## src/modbus_port_pkg.sv

```systemverilog
package modbus_port_pkg;

  // Core clock
  localparam int unsigned CLK_HZ       = 125_000_000;
  localparam int unsigned OVERSAMPLE   = 16;
  localparam int unsigned BAUD_MIN_HZ  = 300;
  // Divider for the slowest rate, rounded to nearest
  localparam int unsigned DIV_300_DFLT =
    (CLK_HZ + OVERSAMPLE * BAUD_MIN_HZ / 2) / (OVERSAMPLE * BAUD_MIN_HZ);

  // Register byte offsets
  localparam logic [7:0] OFS_CARD   = 8'h00;
  localparam logic [7:0] OFS_ADDR   = 8'h04;
  localparam logic [7:0] OFS_BAUD   = 8'h08;
  localparam logic [7:0] OFS_PARITY = 8'h0C;
  localparam logic [7:0] OFS_ORDER  = 8'h10;
  localparam logic [7:0] OFS_TXDATA = 8'h14;
  localparam logic [7:0] OFS_STATUS = 8'h18;

  // Option card codes (serial_module_choice)
  localparam logic [2:0] CARD_NONE   = 3'h0;
  localparam logic [2:0] CARD_SERIAL = 3'h6;
  localparam logic [2:0] CARD_MAX    = 3'h6;

  // Station address limits and reset
  localparam logic [7:0] ADDR_MIN = 8'h01;
  localparam logic [7:0] ADDR_MAX = 8'hF7;
  localparam logic [7:0] ADDR_RST = 8'h01;

  // Baud codes 0..5 = 300,600,1200,2400,4800,9600
  localparam logic [2:0] BAUD_MAX = 3'h5;
  localparam logic [2:0] BAUD_RST = 3'h5;

  // Parity codes
  localparam logic [1:0] PAR_NONE = 2'h0;
  localparam logic [1:0] PAR_ODD  = 2'h1;
  localparam logic [1:0] PAR_EVEN = 2'h2;
  localparam logic [1:0] PAR_RST  = PAR_NONE;

  // Float word order: 1 = low register first
  localparam logic ORDER_RST = 1'b1;

  // Character framing and inter-frame gap
  localparam logic [3:0] DATA_BITS  = 4'h8;
  localparam logic [3:0] SUB_LAST   = 4'hF;
  localparam logic [3:0] SUB_MID    = 4'h7;
  localparam logic [9:0] GAP_TICKS  = 10'h230;  // 3.5 chars of 10 bits, x16
  localparam logic [2:0] TX_BYTES   = 3'h4;

  // Status bit positions
  localparam int unsigned ST_RXVALID = 8;
  localparam int unsigned ST_MATCH   = 9;
  localparam int unsigned ST_TXBUSY  = 10;
  localparam int unsigned ST_SERIAL  = 11;

  // Line state machines
  typedef enum logic [3:0] {
    LN_IDLE  = 4'b0001,
    LN_START = 4'b0010,
    LN_DATA  = 4'b0100,
    LN_STOP  = 4'b1000
  } line_state_t;

endpackage : modbus_port_pkg

```

## src/baud_tick.sv

```systemverilog
`timescale 1ns/1ns
// Oversampling tick generator: one pulse every DIV_300 >> rate_code cycles
module baud_tick #(
  parameter int unsigned DIV_300 = modbus_port_pkg::DIV_300_DFLT
) (
  // Clock and reset
  input  wire logic       clk,
  input  wire logic       sys_rst,
  // Rate selection
  input  wire logic [2:0] rate_code,
  // Oversample tick
  output logic            tick_q
);

  logic [15:0] cnt_q;    // Cycle counter
  logic [15:0] limit;    // Terminal count for current rate

  // Each step of the code doubles the rate, so halve the divider
  assign limit = 16'(DIV_300 >> rate_code) - 16'h0001;

  // Counter restarts when the rate changes past the new limit
  always_ff @(posedge clk or posedge sys_rst) begin
    if (sys_rst) begin
      cnt_q  <= 16'h0000;
      tick_q <= 1'b0;
    end else if (cnt_q >= limit) begin
      cnt_q  <= 16'h0000;
      tick_q <= 1'b1;
    end else begin
      cnt_q  <= cnt_q + 16'h0001;
      tick_q <= 1'b0;
    end
  end

endmodule : baud_tick

```

## src/modbus_port.sv

```systemverilog
`timescale 1ns/1ns
module modbus_port #(
  parameter int unsigned DIV_300 = modbus_port_pkg::DIV_300_DFLT
) (
  // Clock and reset
  input  wire logic        clk,
  input  wire logic        sys_rst,
  // APB slave
  input  wire logic        psel,
  input  wire logic        penable,
  input  wire logic        pwrite,
  input  wire logic [7:0]  paddr,
  input  wire logic [31:0] pwdata,
  output logic             pready_q,
  output logic             pslverr_q,
  output logic [31:0]      prdata_q,
  // Serial line
  input  wire logic        rxd,
  output logic             txd_q
);

  logic [2:0]  card_q;          // serial_module_choice
  logic [7:0]  addr_q;          // Station address
  logic [2:0]  baud_q;          // Rate code
  logic [1:0]  par_q;           // Parity choice
  logic        order_q;         // float_word_order_select
  logic        serial_en;       // Serial card selected
  logic        acc_done;        // Completing access
  logic        wr_en;           // Write takes effect
  logic        rd_status;       // Status read completes
  logic        mapped;          // Address decodes
  logic        tick;            // Oversample tick
  logic        rxd_m_q;         // Sync stage 1
  logic        rxd_s_q;         // Sync stage 2
  modbus_port_pkg::line_state_t rx_st_q;  // Receiver state
  logic [3:0]  rx_sub_q;        // Tick within bit
  logic [3:0]  rx_bits_q;       // Data bits taken
  logic [7:0]  rx_sh_q;         // Receive shifter
  logic        rx_done;         // Good character ends
  logic [9:0]  gap_q;           // Idle ticks
  logic        expect_addr_q;   // Next char is address
  logic        match_q;         // Frame is for us
  logic [7:0]  rx_data_q;       // Last delivered byte
  logic        rx_valid_q;      // Sticky byte flag
  modbus_port_pkg::line_state_t tx_st_q;  // Transmitter state
  logic [3:0]  tx_sub_q;        // Tick within bit
  logic [3:0]  tx_bits_q;       // Data bits sent
  logic [2:0]  tx_left_q;       // Bytes left
  logic [31:0] tx_buf_q;        // Byte queue, first byte on top
  logic        tx_load;         // Accept a float

  assign serial_en = (card_q == modbus_port_pkg::CARD_SERIAL);
  assign acc_done  = psel && penable && pready_q;
  assign wr_en     = acc_done && pwrite;
  assign rd_status = acc_done && !pwrite && (paddr == modbus_port_pkg::OFS_STATUS);
  assign mapped    = (paddr <= modbus_port_pkg::OFS_STATUS) && (paddr[1:0] == 2'h0);
  // A reply is only allowed to a frame that named us
  // The idle cycle between two bytes of a reply must not restart the sender
  assign tx_load   = wr_en && (paddr == modbus_port_pkg::OFS_TXDATA) && serial_en
                     && match_q && (tx_st_q == modbus_port_pkg::LN_IDLE)
                     && (tx_left_q == 3'h0);

  // Rate tick for both directions
  baud_tick #(.DIV_300(DIV_300)) u_tick (
    .clk       (clk),
    .sys_rst   (sys_rst),
    .rate_code (baud_q),
    .tick_q    (tick)
  );

  // Bus answer: one wait state, then ready with data
  always_ff @(posedge clk or posedge sys_rst) begin
    if (sys_rst) begin
      pready_q  <= 1'b0;
      pslverr_q <= 1'b0;
      prdata_q  <= 32'h0000_0000;
    end else begin
      pready_q  <= psel && penable && !pready_q;
      pslverr_q <= psel && penable && !pready_q && !mapped;
      if (psel && penable && !pready_q && !pwrite) begin
        unique case (paddr)
          modbus_port_pkg::OFS_CARD:   prdata_q <= {29'h0, card_q};
          // Serial settings read zero while hidden
          modbus_port_pkg::OFS_ADDR:   prdata_q <= serial_en ? {24'h0, addr_q} : 32'h0;
          modbus_port_pkg::OFS_BAUD:   prdata_q <= serial_en ? {29'h0, baud_q} : 32'h0;
          modbus_port_pkg::OFS_PARITY: prdata_q <= serial_en ? {30'h0, par_q} : 32'h0;
          modbus_port_pkg::OFS_ORDER:  prdata_q <= serial_en ? {31'h0, order_q} : 32'h0;
          modbus_port_pkg::OFS_STATUS: prdata_q <= {20'h0, serial_en,
                                                    tx_st_q != modbus_port_pkg::LN_IDLE,
                                                    match_q, rx_valid_q, rx_data_q};
          default:                     prdata_q <= 32'h0000_0000;
        endcase
      end
    end
  end

  // Option card selector; codes above CARD_MAX are ignored
  always_ff @(posedge clk or posedge sys_rst) begin
    if (sys_rst) begin
      card_q <= modbus_port_pkg::CARD_NONE;
    end else if (wr_en && paddr == modbus_port_pkg::OFS_CARD
                 && pwdata[2:0] <= modbus_port_pkg::CARD_MAX) begin
      card_q <= pwdata[2:0];
    end
  end

  // Serial settings: writable only with serial card, out-of-range values dropped except word order, which takes bit 0
  always_ff @(posedge clk or posedge sys_rst) begin
    if (sys_rst) begin
      addr_q  <= modbus_port_pkg::ADDR_RST;
      baud_q  <= modbus_port_pkg::BAUD_RST;
      par_q   <= modbus_port_pkg::PAR_RST;
      order_q <= modbus_port_pkg::ORDER_RST;
    end else if (wr_en && serial_en) begin
      if (paddr == modbus_port_pkg::OFS_ADDR && pwdata[31:8] == 24'h0
          && pwdata[7:0] >= modbus_port_pkg::ADDR_MIN
          && pwdata[7:0] <= modbus_port_pkg::ADDR_MAX) begin
        addr_q <= pwdata[7:0];
      end
      if (paddr == modbus_port_pkg::OFS_BAUD && pwdata[31:3] == 29'h0
          && pwdata[2:0] <= modbus_port_pkg::BAUD_MAX) begin
        baud_q <= pwdata[2:0];
      end
      if (paddr == modbus_port_pkg::OFS_PARITY && pwdata[31:2] == 30'h0
          && pwdata[1:0] != 2'h3) begin
        par_q <= pwdata[1:0];
      end
      if (paddr == modbus_port_pkg::OFS_ORDER) begin
        order_q <= pwdata[0];
      end
    end
  end

  // Receive pin synchroniser
  always_ff @(posedge clk or posedge sys_rst) begin
    if (sys_rst) begin
      rxd_m_q <= 1'b1;
      rxd_s_q <= 1'b1;
    end else begin
      rxd_m_q <= rxd;
      rxd_s_q <= rxd_m_q;
    end
  end

  // Character ends with a high stop bit sampled mid-bit
  assign rx_done = tick && (rx_st_q == modbus_port_pkg::LN_STOP)
                   && (rx_sub_q == modbus_port_pkg::SUB_LAST) && rxd_s_q;

  // Receiver: fixed 10-bit character regardless of parity choice
  always_ff @(posedge clk or posedge sys_rst) begin
    if (sys_rst) begin
      rx_st_q   <= modbus_port_pkg::LN_IDLE;
      rx_sub_q  <= 4'h0;
      rx_bits_q <= 4'h0;
      rx_sh_q   <= 8'h00;
    end else if (!serial_en) begin
      rx_st_q <= modbus_port_pkg::LN_IDLE;
    end else begin
      unique case (rx_st_q)
        modbus_port_pkg::LN_IDLE: begin
          rx_sub_q  <= 4'h0;
          rx_bits_q <= 4'h0;
          if (!rxd_s_q) begin
            rx_st_q <= modbus_port_pkg::LN_START;
          end
        end
        modbus_port_pkg::LN_START: begin
          if (tick) begin
            rx_sub_q <= rx_sub_q + 4'h1;
            // Glitch shorter than half a bit is not a start
            if (rx_sub_q == modbus_port_pkg::SUB_MID) begin
              rx_sub_q <= 4'h0;
              rx_st_q  <= rxd_s_q ? modbus_port_pkg::LN_IDLE : modbus_port_pkg::LN_DATA;
            end
          end
        end
        modbus_port_pkg::LN_DATA: begin
          if (tick) begin
            rx_sub_q <= rx_sub_q + 4'h1;
            if (rx_sub_q == modbus_port_pkg::SUB_LAST) begin
              rx_sh_q   <= {rxd_s_q, rx_sh_q[7:1]};
              rx_bits_q <= rx_bits_q + 4'h1;
              if (rx_bits_q == modbus_port_pkg::DATA_BITS - 4'h1) begin
                rx_st_q <= modbus_port_pkg::LN_STOP;
              end
            end
          end
        end
        modbus_port_pkg::LN_STOP: begin
          if (tick) begin
            rx_sub_q <= rx_sub_q + 4'h1;
            // Framing errors are dropped silently
            if (rx_sub_q == modbus_port_pkg::SUB_LAST) begin
              rx_st_q <= modbus_port_pkg::LN_IDLE;
            end
          end
        end
        default: rx_st_q <= modbus_port_pkg::LN_IDLE;
      endcase
    end
  end

  // Silent-line timer marks the start of a new frame
  always_ff @(posedge clk or posedge sys_rst) begin
    if (sys_rst) begin
      gap_q         <= 10'h000;
      expect_addr_q <= 1'b1;
    end else if (rx_st_q != modbus_port_pkg::LN_IDLE || !rxd_s_q) begin
      gap_q <= 10'h000;
      if (rx_done) begin
        expect_addr_q <= 1'b0;
      end
    end else if (tick && gap_q != modbus_port_pkg::GAP_TICKS) begin
      gap_q <= gap_q + 10'h001;
      if (gap_q == modbus_port_pkg::GAP_TICKS - 10'h001) begin
        expect_addr_q <= 1'b1;
      end
    end
  end

  // Address filter and byte delivery; a new byte wins over a status read
  always_ff @(posedge clk or posedge sys_rst) begin
    if (sys_rst) begin
      match_q    <= 1'b0;
      rx_data_q  <= 8'h00;
      rx_valid_q <= 1'b0;
    end else begin
      if (rx_done && expect_addr_q) begin
        match_q <= (rx_sh_q == addr_q);
      end
      if (rx_done && !expect_addr_q && match_q) begin
        rx_data_q  <= rx_sh_q;
        rx_valid_q <= 1'b1;
      end else if (rd_status) begin
        rx_valid_q <= 1'b0;
      end
    end
  end

  // Transmitter: four bytes, word order from the select bit, big-endian words
  always_ff @(posedge clk or posedge sys_rst) begin
    if (sys_rst) begin
      tx_st_q   <= modbus_port_pkg::LN_IDLE;
      tx_sub_q  <= 4'h0;
      tx_bits_q <= 4'h0;
      tx_left_q <= 3'h0;
      tx_buf_q  <= 32'h0000_0000;
      txd_q     <= 1'b1;
    end else begin
      unique case (tx_st_q)
        modbus_port_pkg::LN_IDLE: begin
          txd_q <= 1'b1;
          if (tx_load) begin
            tx_buf_q  <= order_q ? {pwdata[15:0], pwdata[31:16]} : pwdata;
            tx_left_q <= modbus_port_pkg::TX_BYTES;
            tx_st_q   <= modbus_port_pkg::LN_START;
          end else if (tx_left_q != 3'h0) begin
            tx_st_q <= modbus_port_pkg::LN_START;
          end
          tx_sub_q  <= 4'h0;
          tx_bits_q <= 4'h0;
        end
        modbus_port_pkg::LN_START: begin
          txd_q <= 1'b0;
          if (tick) begin
            tx_sub_q <= tx_sub_q + 4'h1;
            if (tx_sub_q == modbus_port_pkg::SUB_LAST) begin
              tx_st_q <= modbus_port_pkg::LN_DATA;
            end
          end
        end
        modbus_port_pkg::LN_DATA: begin
          txd_q <= tx_buf_q[24 + int'(tx_bits_q[2:0])];
          if (tick) begin
            tx_sub_q <= tx_sub_q + 4'h1;
            if (tx_sub_q == modbus_port_pkg::SUB_LAST) begin
              tx_bits_q <= tx_bits_q + 4'h1;
              if (tx_bits_q == modbus_port_pkg::DATA_BITS - 4'h1) begin
                tx_st_q <= modbus_port_pkg::LN_STOP;
              end
            end
          end
        end
        modbus_port_pkg::LN_STOP: begin
          txd_q <= 1'b1;
          if (tick) begin
            tx_sub_q <= tx_sub_q + 4'h1;
            if (tx_sub_q == modbus_port_pkg::SUB_LAST) begin
              tx_buf_q  <= {tx_buf_q[23:0], 8'h00};
              tx_left_q <= tx_left_q - 3'h1;
              tx_st_q   <= modbus_port_pkg::LN_IDLE;
            end
          end
        end
        default: tx_st_q <= modbus_port_pkg::LN_IDLE;
      endcase
    end
  end
endmodule : modbus_port

```

## config.mk

```make
export PLATFORM = sky130hd
export DESIGN_NAME = modbus_port
export DESIGN_NICKNAME = d
export VERILOG_FILES = /design/src/modbus_port_pkg.sv /design/src/baud_tick.sv /design/src/modbus_port.sv
export SDC_FILE = /design/constraint.sdc
export NUM_CORES = 1
export LEC_CHECK = 0
export ABC_CLOCK_PERIOD_IN_PS = 5330
export BUFFER_PORTS_ARGS = -buffer_cell sky130_fd_sc_hd__buf_2
export CORE_ASPECT_RATIO = 1.5
export CORE_UTILIZATION = 35
export DETAILED_ROUTE_END_ITERATION = 12
export PLACE_DENSITY = 0.54
export SYNTH_ARGS = -nofsm -noshare
export SYNTH_HDL_FRONTEND = slang
export SYNTH_SLANG_ARGS = --single-unit
export TNS_END_PERCENT = 1
```

## constraint.sdc

```tcl
create_clock -name clk -period 5.33 [get_ports clk]
set_input_delay 0.7995 -clock clk [delete_from_list [all_inputs] [get_ports clk]]
set_output_delay 0.7995 -clock clk [all_outputs]
set_load 0.01 [all_outputs]
```

# --- After elaboration in Yosys (flattened, before gate mapping) ---
# Index checks and enable logic that the tools add are counted.
op_classes:
  addsub: 9
  magnitude_cmp: 7
  n_eq_ne: 49
  shift: 1
  n_mux: 61
  n_reduce_logical: 69
ops:
  columns: ["op", "count"]
  rows:
  - ["$mux 32", 4]
  - ["$mux 4", 26]
  - ["$pmux 12 s6", 1]
  - ["$pmux 32 s2", 1]
  - ["$pmux 4 s4", 2]
  - ["$logic_and 1x1->1", 31]
  - ["$logic_not 30->1", 1]
  - ["$logic_not 29->1", 1]
  - ["$eq 8x5->1 const B", 3]
  - ["$logic_not 24->1", 1]
  - ["$pmux 4 s2", 3]
  - ["$eq 4x3->1 const B", 5]
  - ["$mux 10", 2]
  - ["$add 16x1->16 const B", 1]
  - ["$add 4x1->4 const B", 4]
  - ["$eq 4x4->1 const B", 4]
  - ["$eq 8x4->1 const B", 2]
  - ["$ge 16x16->1", 1]
  - ["$mux 16", 1]
  - ["$ne 2x2->1 const B", 8]
  - ["$reduce_and 4->1", 4]
  - ["$reduce_and 8->1", 2]
  - ["$shr 15x3->16 const A", 1]
  - ["$sub 16x1->16 const B", 1]
  - ["other kinds (38)", 86]
totals:
  reg_bits: 159
  in_bits: 46
  output_inout_bits: 35

# --- Longest topological paths before layout ---
depth:
  ltp_word: 10
  ltp_mapped: 17
  ltp_nobuf: 15

# --- Cells and area by module ---
# A second synthesis with hierarchy kept.
hier_totals:
  cells_unflattened: 860
  hier_area_um2: 8115.3
modules_own_cells:
  columns: ["mod", "instances", "cells_each", "area_each_um2", "seq_area_each_um2"]
  rows:
  - ["modbus_port", 1, 699, 6661.4, 3065.4]
  - ["baud_tick", 1, 161, 1453.9, 425.4]

# --- Worst setup path before layout ---
# No wires, ideal clock.
synth_timing:
  kind: "reg2reg"
  start: "register baud_q[0]"
  end: "register u_tick.cnt_q[10]"
  setup_time_ps: 72
  arrival_time_ps: 3418
  required_ps: 5258
  path_slack_ps: 1839
  path_stages_with_launch: 14
  path_cell_list: "dfstp_2 inv_1 ha_1 and3b_1 o21ai_0 nor3b_1 nand3_1 a31o_2 ha_1 a211o_1 o32a_1 clkbuf_1 clkbuf_1 nor2_1"
synth_via:
  elab_chain_len: 4
synth_lines:
  columns: ["item", "line_no", "rtl"]
  rows:
  - ["start, declared", "modbus_port.sv:24", "logic [2:0] baud_q;"]
  - ["start signal, assigned", "modbus_port.sv:111", "baud_q <= modbus_port_pkg::BAUD_RST;"]
  - ["start signal, assigned", "modbus_port.sv:122", "baud_q <= pwdata[2:0];"]
  - ["$shr 15x3->16", "baud_tick.sv:19", "assign limit = 16'(DIV_300 >> rate_code) - 16'h0001;"]
  - ["$sub 16x1->16", "baud_tick.sv:19", null]
  - ["$ge 16x16->1", "baud_tick.sv:26", "end else if (cnt_q >= limit) begin"]
  - ["$mux 16", "baud_tick.sv:26", null]
  - ["end signal, assigned", "baud_tick.sv:30", "cnt_q <= cnt_q + 16'h0001;"]
  - ["end, declared", "baud_tick.sv:15", "logic [15:0] cnt_q;"]
# Every way passes these cells.
# A chain may end at the register's enable or synchronous reset.

# --- Final worst setup path ---
layout_timing:
  start: "register baud_q[0]"
  end: "register u_tick.cnt_q[14]"
# Same word-level chain as after synthesis.

==> flow_metrics.env <==
export IMPL_clock_path_buffers=2
export IMPL_path_class="reg2reg"
export IMPL_clock_sinks=139
export IMPL_violations="design-rule violations"
export IMPL_clkTransAtPathRegs_ns=0.06
export IMPL_rr_startpoint="baud_q[0]"
export IMPL_dp_slack_ns=1.63
export IMPL_rows=67
export IMPL_syn_inst=832
export IMPL_crit_required_ns=5.69
export IMPL_worstPathArrival_ns=4.08
export IMPL_gp_congestion=0.882
export IMPL_hold_viol=0
export IMPL_ant_nets=0
export IMPL_setup_viol=0
export IMPL_grt_pass1_wl_um=32100
export IMPL_synth_seq_cells=139
export IMPL_ir_drop_v=0.000217
export IMPL_synth_largest_area_cell="dfrtp_1"
export IMPL_met3_usage_pct=3.84
export IMPL_vias=6090
export IMPL_async_flop_share_pct=100
export IMPL_end_kind="register"
export IMPL_fin_worst_skew_ns=0.00786
export IMPL_hold_path_startpoint="rxd_m_q"
export IMPL_slowest_stage="dfstp_2"
export IMPL_overflow=0
export IMPL_worstPathMaxFanout=17
export IMPL_first_iter_violations=327
export IMPL_layout_drive_gt1_share_pct=16.7
export IMPL_ys_seq_area_share_pct=43.9
export IMPL_layout_commonest_cell="dfrtp_1"
export IMPL_busiest_layer="met2"
export IMPL_syn_cell_area_um2=7960
export IMPL_crit_start="baud_q[0]"
export IMPL_met2_usage_pct=30.6
export IMPL_setup_slack_ns=1.61
export IMPL_fillerInstances=2248
export IMPL_regArea_um2=3490
export IMPL_area_growth_pct=13.2
export IMPL_ys_warnings_count=0
export IMPL_p_per_area_nw_per_um2=311
export IMPL_diodes=0
export IMPL_crit_chain="inv_1 > ha_1 > and3b_1 > o21ai_0 > nor3b_1 > nand3_1 > a21oi_1 > ha_1 > a211oi_1 > o21bai_1 > o32a_1 > nor2_1"
export IMPL_fin_crit_ns=3.72
export IMPL_io_pins=81
export IMPL_p_total_w=0.00280
export IMPL_most_common_layout_cells="dfrtp_1, nand2_1, nor2_1"
export IMPL_grt_max_degree=95
export IMPL_synth_avg_cell_area_um2=9.56
export IMPL_hold_class="reg2reg"
export IMPL_cp_common_cell="ha_1"
export IMPL_nets=959
export IMPL_holdBufCountCts=0
export IMPL_clock_latency_ns=0.43
export IMPL_firstDrtPassIters=12
export IMPL_wl_per_cell_um=16.7
export IMPL_critPathLaunchType="register"
export IMPL_tritoncts="yes"
export IMPL_initial_core_util_pct=35.7
export IMPL_grt_usage_pct=17.7
export IMPL_slew_viol_final=0
export IMPL_synth_edf_count=0
export IMPL_cap_violations=0
export IMPL_die_x_um=125
export IMPL_cts_setup_buffers=0
export IMPL_tns_ns=0
export IMPL_die_area_um2=23400
export IMPL_numCtsBuffers=17
export IMPL_synth_top_area_share_pct=40.6
export IMPL_grt_pass1_vias=5990
export IMPL_drt_total_wl_um=19500
export IMPL_cts_resized=0
export IMPL_outcome="finished, violations left"
export IMPL_ys_top_cells_by_area="dfrtp_1, mux2i_1, ha_1"
export IMPL_drcViolationCount=4
export IMPL_multiInputGateArea_um2=4190
export IMPL_port_buffers=60
export IMPL_leakage_nw=4.05
export IMPL_core_region_area_um2=22300
export IMPL_grtUsageMet1_pct=20.8
export IMPL_synth_cell_type_count=68
export IMPL_vias_per_cell=5.21
export IMPL_htree_levels=4
export IMPL_max_slew_margin_rel_pct=35.1
export IMPL_grt_setup_unrepaired="false"
export IMPL_dp_hpwl_um=14200
export IMPL_ys_flop_type="dfrtp_1"
export IMPL_clockRootBuffer="clkbuf_16"
export IMPL_slowest_delay_ns=0.61
export IMPL_period_share_pct=69.8
export IMPL_die_y_um=187
export IMPL_antenna_found_initial=0
export IMPL_tightest_slew_ns=0.974
export IMPL_fmax_mhz=269
-- final timing paths --
check,to,slack [ns],cells after the start
max in group asynchronous,tx_buf_q[3],3.66,3
hold / removal,rxd_s_q,0.36,0
setup reg to reg,u_tick.cnt_q[14],1.61,12
hold reg to reg,rxd_s_q,0.36,0
min in group asynchronous,gap_q[7],0.53,2
setup / recovery,u_tick.cnt_q[14],1.61,12
-- Yosys cell counts, types with 20 or more instances --
library cell  instances
inv_1                20
nand3_1              32
a21oi_1              43
xnor2_1              21
nand2_1              93
clkbuf_1             32
mux2i_1              44
nor2_1               72
mux2_2               27
xor2_1               22
buf_4                20
o21ai_0              64
dfrtp_1             129
ha_1                 34
-- worst max-delay path, delay by kind of cell, from the launching register on --
| kind | cells | cell delay, ns |
|---|---|---|
| fa+ha+maj | 2 | 0.65 |
| simple gates | 4 | 0.94 |
| buf+inv | 1 | 0.14 |
| compound gates | 5 | 1.30 |
| flops | 1 | 0.61 |
-- routing by layer --
layer	up-vias	routed length [µm]
met5	-	0
met4	0	610
met3	31	747
met2	129	9830
met1	2909	8320
li1	3021	-
-- cells by family after synthesis --
| logic type | count (synthesis) | share of synthesized area [%] |
|---|---|---|
| simple gates | 304 | 19.1 |
| compound gates | 162 | 12.3 |
| flops | 139 | 43.9 |
| buf+inv | 75 | 4.58 |
| mux | 73 | 9.92 |
| xor+xnor | 43 | 4.73 |
| fa+ha+maj | 34 | 5.35 |
| other cells | 2 | 0.0944 |
-- registers in the layout, summed over array words and instances (netlist names), 4 cells and up --
| name | count |
|---|---|
| tx_buf_q | 32 |
| u_tick.cnt_q | 16 |
| prdata_q | 12 |
| gap_q | 10 |
| addr_q | 8 |
| rx_data_q | 8 |
| rx_sh_q | 8 |
| rx_bits_q | 4 |
| rx_st_q | 4 |
| rx_sub_q | 4 |
| tx_bits_q | 4 |
| tx_st_q | 4 |
| tx_sub_q | 4 |
-- through the flow --
| step | area (µm²) | std cells | hold WS [ns] | utilization (%) |
|---|---|---|---|---|
| after floorplan | 8030 | 851 | 0.345 | - |
| after global placement | 8430 | 1136 | 0.349 | 37.8 |
| after detailed placement | 8430 | 1136 | 0.347 | 37.8 |
| after CTS | 9000 | 1168 | 0.356 | 40.4 |
| after global routing | 9000 | 1168 | 0.360 | 40.4 |
| final | 9000 | 1168 | 0.355 | 40.4 |
-- final cells by class --
type / count / share of cell area [%]
multi-input cells: 637 / 46.5
flip-flops and latches: 139 / 38.8
repair buffers: 63 / 3.58
clock buffers: 20 / 5.07
well taps: 276 / 3.83
clock inverters: 12 / 1.28
inverters: 21 / 0.931
-- power by group --
part           switching [W]  internal [W]  leakage (nW)
combinational       0.000247      0.000167          1.97
clock               0.000484      0.000670         0.273
sequential          0.000101       0.00113          1.81
total               0.000833       0.00197          4.05
No activity file was read; power rests on OpenSTA's default activity.
